`src/pkg/ilr_consts.vh`:
```
`ifndef ILR_CONSTS_VH
`define ILR_CONSTS_VH

`define ILR_BYTE_W        8
`define ILR_PAGE_W        16
`define ILR_PAGE_LSB      40
`define ILR_CW_W          64
`define ILR_CW_CALRST_BIT 56
`define ILR_NUM_CH        2

// release spacing of the reset sequence, in clk cycles
`define ILR_XCVR_HOLD_CYC 16'h0040
`define ILR_PCS_HOLD_CYC  16'h0020
`define ILR_MAC_HOLD_CYC  16'h0010
`define ILR_CNT_W         16

`endif

```
`src/rtl/ilr_rx_app.v`:
```
`include "ilr_consts.vh"

module ilr_rx_app #(
   parameter DATA_W     = 128,
   parameter EMPTY_W    = (DATA_W == 512) ? 6 : (DATA_W == 256) ? 5 : 4,
   parameter CAL_PAGES  = 1,
   parameter EXPOSE_CAL = 1,
   parameter CAL_W      = 16 * CAL_PAGES,
   parameter XCVR_HOLD  = `ILR_XCVR_HOLD_CYC,
   parameter PCS_HOLD   = `ILR_PCS_HOLD_CYC,
   parameter MAC_HOLD   = `ILR_MAC_HOLD_CYC
) (
   input  wire               clk,          // receive MAC clock
   input  wire               rst,          // global reset, async, high
   // reset controller outputs towards the core blocks
   output wire               xcvr_rst,     // transceiver reset
   output wire               pcs_rx_rst,   // receive PCS reset
   output wire               pcs_tx_rst,   // transmit PCS reset
   output wire               mac_rx_rst,   // receive MAC reset
   output wire               mac_tx_rst,   // transmit MAC reset
   output wire               txfifo_rst,   // transmit FIFO reset
   output wire               core_ready,   // sequence complete
   // words from the packet regrouper
   input  wire               rg_valid,     // word present
   input  wire               rg_chan,      // destination channel
   input  wire [DATA_W-1:0]  rg_data,      // word data
   input  wire               rg_sop,       // word starts a packet
   input  wire               rg_eop,       // word ends a packet
   input  wire               rg_err,       // packet fault, with eop
   input  wire [EMPTY_W-1:0] rg_empty,     // unused bytes, with eop
   // link control words
   input  wire               cw_valid,     // control word present
   input  wire [63:0]        cw_word,      // control word
   // channel 0
   output wire [DATA_W-1:0]  ch0_data,     // data
   output wire               ch0_valid,    // data valid
   output wire               ch0_sop,      // start of packet
   output wire               ch0_eop,      // end of packet
   output wire               ch0_error,    // packet error
   output wire [EMPTY_W-1:0] ch0_empty,    // unused byte count
   // channel 1
   output wire [DATA_W-1:0]  ch1_data,     // data
   output wire               ch1_valid,    // data valid
   output wire               ch1_sop,      // start of packet
   output wire               ch1_eop,      // end of packet
   output wire               ch1_error,    // packet error
   output wire [EMPTY_W-1:0] ch1_empty,    // unused byte count
   // flow control calendar
   output wire [CAL_W-1:0]   cal_pages     // calendar bits
);

   localparam [2:0] S_HOLD = 3'h0;
   localparam [2:0] S_XCVR = 3'h1;
   localparam [2:0] S_PCS  = 3'h2;
   localparam [2:0] S_MAC  = 3'h3;
   localparam [2:0] S_RUN  = 3'h4;
   localparam       CW     = `ILR_CNT_W;
   localparam       PIX_W  = 5;

   // ---------------- reset controller ----------------
   // assert asynchronously, release through two flops so that any
   // release edge of the global reset is safe
   reg        rs1_q;
   reg        rs2_q;
   always @(posedge clk or posedge rst) begin
      if (rst) begin
         rs1_q <= 1'b1;
         rs2_q <= 1'b1;
      end else begin
         rs1_q <= 1'b0;
         rs2_q <= rs1_q;
      end
   end

   // the sequence never starts while the synchronised reset is high,
   // so a short pulse still restarts it from the beginning
   reg [2:0]    st_q;
   reg [2:0]    st_d;
   reg [CW-1:0] cnt_q;
   reg [CW-1:0] cnt_d;
   reg          xcvr_q;
   reg          pcs_q;
   reg          mac_q;

   always @* begin
      st_d  = st_q;
      cnt_d = cnt_q + 1'b1;
      case (st_q)
         S_HOLD: begin
            cnt_d = {CW{1'b0}};
            st_d  = S_XCVR;
         end
         S_XCVR: begin
            if (cnt_q == XCVR_HOLD[CW-1:0] - 1'b1) begin
               cnt_d = {CW{1'b0}};
               st_d  = S_PCS;
            end
         end
         S_PCS: begin
            if (cnt_q == PCS_HOLD[CW-1:0] - 1'b1) begin
               cnt_d = {CW{1'b0}};
               st_d  = S_MAC;
            end
         end
         S_MAC: begin
            if (cnt_q == MAC_HOLD[CW-1:0] - 1'b1) begin
               cnt_d = {CW{1'b0}};
               st_d  = S_RUN;
            end
         end
         S_RUN: begin
            cnt_d = cnt_q;
         end
         default: begin
            cnt_d = {CW{1'b0}};
            st_d  = S_HOLD;
         end
      endcase
   end

   always @(posedge clk or posedge rst) begin
      if (rst) begin
         st_q   <= S_HOLD;
         cnt_q  <= {CW{1'b0}};
         xcvr_q <= 1'b1;
         pcs_q  <= 1'b1;
         mac_q  <= 1'b1;
      end else if (rs2_q) begin
         st_q   <= S_HOLD;
         cnt_q  <= {CW{1'b0}};
         xcvr_q <= 1'b1;
         pcs_q  <= 1'b1;
         mac_q  <= 1'b1;
      end else begin
         st_q   <= st_d;
         cnt_q  <= cnt_d;
         // transceivers first, then PCS, then MACs and FIFO
         xcvr_q <= (st_d == S_HOLD);
         pcs_q  <= (st_d == S_HOLD) || (st_d == S_XCVR);
         mac_q  <= (st_d != S_RUN);
      end
   end

   // three staged resets reach the core blocks; rx and tx share one per layer, the FIFO shares the MAC one
   assign xcvr_rst   = xcvr_q;
   assign pcs_rx_rst = pcs_q;
   assign pcs_tx_rst = pcs_q;
   assign mac_rx_rst = mac_q;
   assign mac_tx_rst = mac_q;
   assign txfifo_rst = mac_q;
   assign core_ready = ~mac_q;

   // ---------------- receive channels ----------------
   wire [`ILR_NUM_CH*DATA_W-1:0]  dat_v;
   wire [`ILR_NUM_CH-1:0]         val_v;
   wire [`ILR_NUM_CH-1:0]         sop_v;
   wire [`ILR_NUM_CH-1:0]         eop_v;
   wire [`ILR_NUM_CH-1:0]         err_v;
   wire [`ILR_NUM_CH*EMPTY_W-1:0] emp_v;

   genvar g;
   generate
      for (g = 0; g < `ILR_NUM_CH; g = g + 1) begin : g_ch
         reg [DATA_W-1:0]  d_q;
         reg               v_q;
         reg               s_q;
         reg               e_q;
         reg               er_q;
         reg [EMPTY_W-1:0] m_q;
         reg               pkt_q;
         wire              hit;
         wire              take;

         assign hit  = rg_valid && (rg_chan == g);
         // a word outside a packet that does not open one is dropped,
         // so a consumer never sees a headless fragment
         assign take = hit && (rg_sop || pkt_q);

         always @(posedge clk or posedge rst) begin
            if (rst) begin
               d_q   <= {DATA_W{1'b0}};
               v_q   <= 1'b0;
               s_q   <= 1'b0;
               e_q   <= 1'b0;
               er_q  <= 1'b0;
               m_q   <= {EMPTY_W{1'b0}};
               pkt_q <= 1'b0;
            end else if (mac_q) begin
               v_q   <= 1'b0;
               s_q   <= 1'b0;
               e_q   <= 1'b0;
               er_q  <= 1'b0;
               m_q   <= {EMPTY_W{1'b0}};
               pkt_q <= 1'b0;
            end else begin
               v_q  <= take;
               s_q  <= take && rg_sop;
               e_q  <= take && rg_eop;
               er_q <= take && rg_eop && rg_err;
               if (take) begin
                  d_q   <= rg_data;
                  pkt_q <= ~rg_eop;
               end
               // count of unused low bytes, kept only on the last word
               if (take && rg_eop) begin
                  m_q <= rg_empty;
               end else begin
                  m_q <= {EMPTY_W{1'b0}};
               end
            end
         end

         assign dat_v[g*DATA_W +: DATA_W]   = d_q;
         assign val_v[g]                    = v_q;
         assign sop_v[g]                    = s_q;
         assign eop_v[g]                    = e_q;
         assign err_v[g]                    = er_q;
         assign emp_v[g*EMPTY_W +: EMPTY_W] = m_q;
      end
   endgenerate

   assign ch0_data  = dat_v[0 +: DATA_W];
   assign ch1_data  = dat_v[DATA_W +: DATA_W];
   assign ch0_valid = val_v[0];
   assign ch1_valid = val_v[1];
   assign ch0_sop   = sop_v[0];
   assign ch1_sop   = sop_v[1];
   assign ch0_eop   = eop_v[0];
   assign ch1_eop   = eop_v[1];
   assign ch0_error = err_v[0];
   assign ch1_error = err_v[1];
   assign ch0_empty = emp_v[0 +: EMPTY_W];
   assign ch1_empty = emp_v[EMPTY_W +: EMPTY_W];

   // ---------------- calendar ----------------
   // pages fill in arrival order; the calendar-restart bit of a control
   // word puts its page back at index 0
   generate
      if (EXPOSE_CAL != 0) begin : g_cal
         reg  [PIX_W-1:0] pix_q;
         reg  [CAL_W-1:0] cal_q;
         wire [PIX_W-1:0] wix;
         assign wix = cw_word[`ILR_CW_CALRST_BIT] ? {PIX_W{1'b0}} : pix_q;

         always @(posedge clk or posedge rst) begin
            if (rst) begin
               pix_q <= {PIX_W{1'b0}};
               cal_q <= {CAL_W{1'b0}};
            end else if (mac_q) begin
               pix_q <= {PIX_W{1'b0}};
               cal_q <= {CAL_W{1'b0}};
            end else if (cw_valid) begin
               cal_q[wix*`ILR_PAGE_W +: `ILR_PAGE_W] <=
                  cw_word[`ILR_PAGE_LSB +: `ILR_PAGE_W];
               if (wix == CAL_PAGES[PIX_W-1:0] - 1'b1) begin
                  pix_q <= {PIX_W{1'b0}};
               end else begin
                  pix_q <= wix + 1'b1;
               end
            end
         end
         assign cal_pages = cal_q;
      end else begin : g_nocal
         assign cal_pages = {CAL_W{1'b0}};
      end
   endgenerate

endmodule // ilr_rx_app

```
`config.mk`:
```
export PLATFORM = sky130hd
export DESIGN_NAME = ilr_rx_app
export DESIGN_NICKNAME = d
export VERILOG_FILES = /design/src/rtl/ilr_rx_app.v
export VERILOG_INCLUDE_DIRS = /design/src /design/src/pkg
export SDC_FILE = /design/constraint.sdc
export NUM_CORES = 1
export LEC_CHECK = 0
export ABC_AREA = 1
export BUFFER_PORTS_ARGS = -buffer_cell sky130_fd_sc_hd__buf_2
export CAP_MARGIN = 5
export CORE_MARGIN = 5
export CORE_UTILIZATION = 33
export DETAILED_ROUTE_END_ITERATION = 16
export GPL_ROUTABILITY_DRIVEN = 1
export SYNTH_ARGS = -nofsm -noshare
export SYNTH_HDL_FRONTEND = slang
export SYNTH_SLANG_ARGS = --single-unit
```
`constraint.sdc`:
```
create_clock -name clk -period 13.8 [get_ports clk]
set_input_delay 1.38 -clock clk [delete_from_list [all_inputs] [get_ports clk]]
set_output_delay 1.38 -clock clk [all_outputs]
set_load 0.005 [all_outputs]
```
# --- Word level (Yosys, flattened, before mapping) ---
# Index checks and enable logic that the tools add are counted.
word_totals:
  ff_bits: 319
  in_bits: 204
  output_inout_bits: 295
  wordCells: 98
classes:
  addsub: 3
  eq_ne: 10
  shifts: 2
  muxes: 36
  bitwise_logic: 3
  reduce_logical: 21
ops:
  columns: ["op", "n"]
  rows:
  - ["$mux 16", 6]
  - ["$pmux 16 s4", 1]
  - ["$neg 9->34", 1]
  - ["$shift 16x34->16 const A", 1]
  - ["$shiftx 16x34->16", 1]
  - ["$mux 5", 4]
  - ["$add 16x1->16 const B", 1]
  - ["$bwmux 16", 1]
  - ["$eq 16x4->1 const B", 1]
  - ["$eq 16x5->1 const B", 1]
  - ["$eq 16x6->1 const B", 1]
  - ["$mux 4", 4]
  - ["$mux 1", 15]
  - ["$pmux 3 s5", 1]
  - ["$mux 3", 4]
  - ["$logic_and 1x1->1", 10]
  - ["$eq 3x1->1 const B", 2]
  - ["$eq 3x2->1 const B", 2]
  - ["$logic_not 3->1", 2]
  - ["$reduce_bool 2->1", 3]
  - ["$add 5x1->5 const B", 1]
  - ["$logic_not 5->1", 1]
  - ["$reduce_and 2->1", 2]
  - ["$eq 3x3->1 const B", 1]
  - ["4 further kinds", 8]

# --- Depth between registers and ports, before layout ---
logic_depth:
  ltp_word: 6
  mapped_depth: 16
  ltp_nobuf: 14

# --- Worst setup path before layout ---
# Ideal clock, no wire load.
synth_timing:
  path_type: "in2reg"
  from: "input port cw_word[56]"
  to: "register g_cal.cal_q[0] (netlist: cal_pages[0])"
  setup_ps: 66
  arrival_time_ps: 3204
  t_required_ps: 13734
  path_slack_ps: 10530
  path_stages: 15
  n_path_buf: 2
  cell_sequence: "nor2_2 inv_2 ha_1 and3_1 ha_1 inv_1 ha_1 nor2_1 nand3b_1 nor2_2 and2_1 buf_6 buf_8 nand3_2 nand2_1"
synth_between:
  elab_chain_len: 6
  word_cells_on_any_way: 7
  classes_between: "add/sub: 1; shift: 2; mux: 4"
synth_lines:
  columns: ["element", "line", "text"]
  rows:
  - ["start, declared", "ilr_rx_app.v:33", "input wire [63:0] cw_word,"]
  - ["$mux 5 *", "ilr_rx_app.v:243", "assign wix = cw_word[`ILR_CW_CALRST_BIT] ? {PIX_W{1'b0}} : pix_q;"]
  - ["$neg 9->34 *", "ilr_rx_app.v:253", "cal_q[wix*`ILR_PAGE_W +: `ILR_PAGE_W] <="]
  - ["$shiftx 16x34->16 or $shift 16x34->16 (tied branches)", "ilr_rx_app.v:253", null]
  - ["$bwmux 16 *", "ilr_rx_app.v:253", null]
  - ["$mux 16 *", "ilr_rx_app.v:252", "end else if (cw_valid) begin"]
  - ["$mux 16 *", "ilr_rx_app.v:249", "end else if (mac_q) begin"]
  - ["end signal, assigned", "ilr_rx_app.v:248", "cal_q <= {CAL_W{1'b0}};"]
  - ["end signal, assigned", "ilr_rx_app.v:251", "cal_q <= {CAL_W{1'b0}};"]
  - ["end signal, assigned by index", "ilr_rx_app.v:253", null]
  - ["end, declared", "ilr_rx_app.v:241", "reg [CAL_W-1:0] cal_q;"]
# Mark *: on every way between the ends. The rest lies on a longest branch, timed or not. The select of a mux whose other input is x is not followed.
# A chain may end at the register's enable or synchronous reset.

# --- Worst setup path in the final report ---
layout_timing:
  from: "input port cw_word[56]"
  to: "register g_cal.cal_q[15] (netlist: cal_pages[15])"
# The elaborated chain is that of the path after synthesis.

==> results.sh <==
export IMPL_outcome="complete, no violations"
export IMPL_gp_congestion=0.884
export IMPL_synth_seq_cells=319
export IMPL_drv_slew=0
export IMPL_vias_per_cell=4.50
export IMPL_drive_above_1_share_pct=31.3
export IMPL_synth_fa_ha_area_share_pct=0.489
export IMPL_cp_start_kind="primary input"
export IMPL_synth_most_common_cell="nand2_1"
export IMPL_yosysSeqAreaShare_pct=62.4
export IMPL_muxShareOfSynthArea_pct=0
export IMPL_grt_pass1_vias=10300
export IMPL_cts_htree_levels=2
export IMPL_synth_edf_count=0
export IMPL_postCtsSetupBuffers=0
export IMPL_fin_setup_tns_ps=0
export IMPL_tightestPinTransition_ps=1070
export IMPL_yosysUniqueCellTypes=40
export IMPL_synth_compound_area_share_pct=11.7
export IMPL_syn_area_per_cell_um2=9.32
export IMPL_synth_top_cells_by_count="nand2_1, dfrtp_1, inv_1"
export IMPL_cp_max_fo=16
export IMPL_critical_path_class="in -> reg"
export IMPL_clkSinkCount=319
export IMPL_grt_pass1_wl_um=56800
export IMPL_max_freq_mhz=287
export IMPL_finalHoldViolations=0
export IMPL_grt_util_all_layers_pct=16.6
export IMPL_syn_cell_area_um2=12800
export IMPL_grt_start_max_net_pins=176
export IMPL_finalNetCount=2007
export IMPL_core_area_um2=38500
export IMPL_die_w_um=207
export IMPL_reg2reg_slack_ps=10650
export IMPL_drv_cap=0
export IMPL_cts_tree="built"
export IMPL_num_vias=10600
export IMPL_synth_xor_area_share_pct=0.274
export IMPL_wl_per_cell_um=16.1
export IMPL_clkTransAtPathRegs_ps=60
export IMPL_finalSetupViolCount=0
export IMPL_cts_buffers=37
export IMPL_p_per_area_nw_per_um2=129
export IMPL_peakVddDrop_v=0.0000840
export IMPL_synth_top_area_share_pct=61.4
export IMPL_antenna_found_initial=3
export IMPL_initial_core_util_pct=33.3
export IMPL_min_path_type="reg -> reg"
export IMPL_maxSlewHeadroom_pct=28.7
export IMPL_cts_root_buf="clkbuf_16"
export IMPL_synth_nets=1582
export IMPL_fp_dieH_um=207
export IMPL_fin_crit_ps=3480
export IMPL_rsz0062_at_grt="false"
export IMPL_rows=72
export IMPL_pin_count=499
export IMPL_worstPathArrival_ps=3940
export IMPL_dp_cells=2277
export IMPL_grt_overflow=0
export IMPL_final_util_pct=43.4
export IMPL_final_period_utilization_pct=25.2
export IMPL_dp_hpwl_um=27200
export IMPL_power_mw=2.15
export IMPL_die_area_um2=42800
export IMPL_clock_latency_ps=540
export IMPL_route_detailed_drc=0
export IMPL_synth_simple_area_share_pct=17.0
export IMPL_fin_skew_ps=17.8
export IMPL_yosys_area_top_type="dfrtp_1"
export IMPL_required_ps=14260
export IMPL_drt_pass1_iterations=5
export IMPL_finalNonFillerCells=2346
export IMPL_dr_first_iter_drc_count=735
export IMPL_netlist_instances=1373
export IMPL_synth_ff_type="dfrtp_1"
export IMPL_p_leak_nw=9.40
export IMPL_synthTopCellsByArea="dfrtp_1, nand2_1, o21ai_0, inv_1, o21ai_1"
export IMPL_cts_resized=0
export IMPL_yosys_warnings=0
export IMPL_synth_top_family_by_area="simple AND/OR/NAND/NOR gates"
export IMPL_synth_async_reset_ratio_pct=100
export IMPL_cts_hold_buffers_added=0
export IMPL_clk_path_buf_depth=3
export IMPL_ant_nets=0
export IMPL_port_buffers=451
export IMPL_area_delta_synth_final_pct=30.4
export IMPL_finalWirelength_um=37700
export IMPL_end_kind="flip-flop"
-- sequential cells by signal (all words and copies together), names as in the netlist --
name         flops
ch0_data       128
ch1_data       128
cal_pages       16
cnt_q           16
g_cal.pix_q      5
ch0_empty        4
ch1_empty        4
st_q             3
g_ch.pkt_q       2
ch0_eop          1
ch0_error        1
ch0_sop          1
ch0_valid        1
ch1_eop          1
ch1_error        1
ch1_sop          1
ch1_valid        1
mac_rx_rst       1
pcs_rx_rst       1
rs1_q            1
rs2_q            1
xcvr_rst         1
-- path summary, 6_finish.rpt --
path                             startpoint             to  depth (start not counted)
worst max-delay path            cw_word[56]  cal_pages[15]                         14
worst min-delay path                  rs1_q          rs2_q                          0
worst max register to register   mac_rx_rst   ch0_data[59]                          4
worst min register to register        rs1_q          rs2_q                          0
max in group asynchronous               rst   ch1_data[43]                          4
min in group asynchronous               rst   ch1_data[91]                          2
-- kinds of logic (layout without fill, tap and decap cells) --
logic type / after synthesis / in the layout
xor gates and xnor gates: 4 / 4
adders and majority gates: 5 / 5
and+or+nand+nor: 506 / 506
buffers and inverters: 251 / 702
AOI/OAI and AO/OA: 287 / 287
DFF: 319 / 319
other: 1 / 5
-- per-stage QoR --
| stage | hold slack, ps | cell area [µm²] | worst slack, ps |
|---|---|---|---|
| after global placement | 346 | 15400 | 9720 |
| after global routing | 365 | 16700 | 9880 |
| after detailed placement | 347 | 15400 | 9670 |
| after floorplan | 345 | 12800 | 3600 |
| final | 355 | 16700 | 10320 |
| after CTS | 356 | 16700 | 10230 |
-- critical path: stages --
cell      delay [ps]
buf_2            130
nor2_2           170
inv_2             60
ha_1             200
and3_1           220
ha_1             210
inv_1             60
ha_1             210
nor2_1           100
nand3b_1          90
nor2_2           140
and2_1           640
nand3_1          150
a21oi_1          160
-- placed cells by master, fill, tap and decap left out, types with 2 or more instances in the layout --
cell type  instances
a21oi_1            2
buf_2            451
buf_4              5
bufinv_16          4
clkbuf_1           6
clkbuf_16         38
clkbuf_8           7
clkinv_2           6
dfrtp_1          314
dfstp_2            5
diode_2            4
ha_1               5
inv_1            168
inv_2             11
inv_8              2
nand2_1          360
nand2_2            6
nand3_1           51
nand3_2           13
nand4_1            8
nor2_1            47
nor2_2            10
nor2_4             2
nor3_4             2
o2111ai_1          4
o211ai_1           6
o21ai_0          153
o21ai_1          112
o22ai_1            4
xor2_1             3
-- power by group --
group | internal [mW] | switching, mW | leakage, nW
sequential | 0.973 | 0.0209 | 4.29
combinational | 0.0591 | 0.0813 | 4.49
clock | 0.621 | 0.392 | 0.627
total | 1.65 | 0.495 | 9.40
-- layout make-up --
type	instances	area [µm²]
Antenna cell	4	10.0
Tap cell	518	648
Multi-Input combinational cell	803	3780
Sequential cell	319	7990
Inverter	181	694
Clock inverter	14	203
Timing Repair Buffer	456	2290
Clock buffer	51	1070
Fill cell	3828	21800
-- layer usage --
| metal | share of wire [%] | track usage (%) | up-vias |
|---|---|---|---|
| met1 | 40 | 20.9 | 4953 |
| met5 | 0.053 | 0 | - |
| met3 | 8.7 | 5.03 | 62 |
| met2 | 48 | 27.2 | 345 |
| li1 | - | - | 5197 |
| met4 | 2.6 | 5.93 | 2 |
Note: power is estimated with default switching activity, not from simulation.
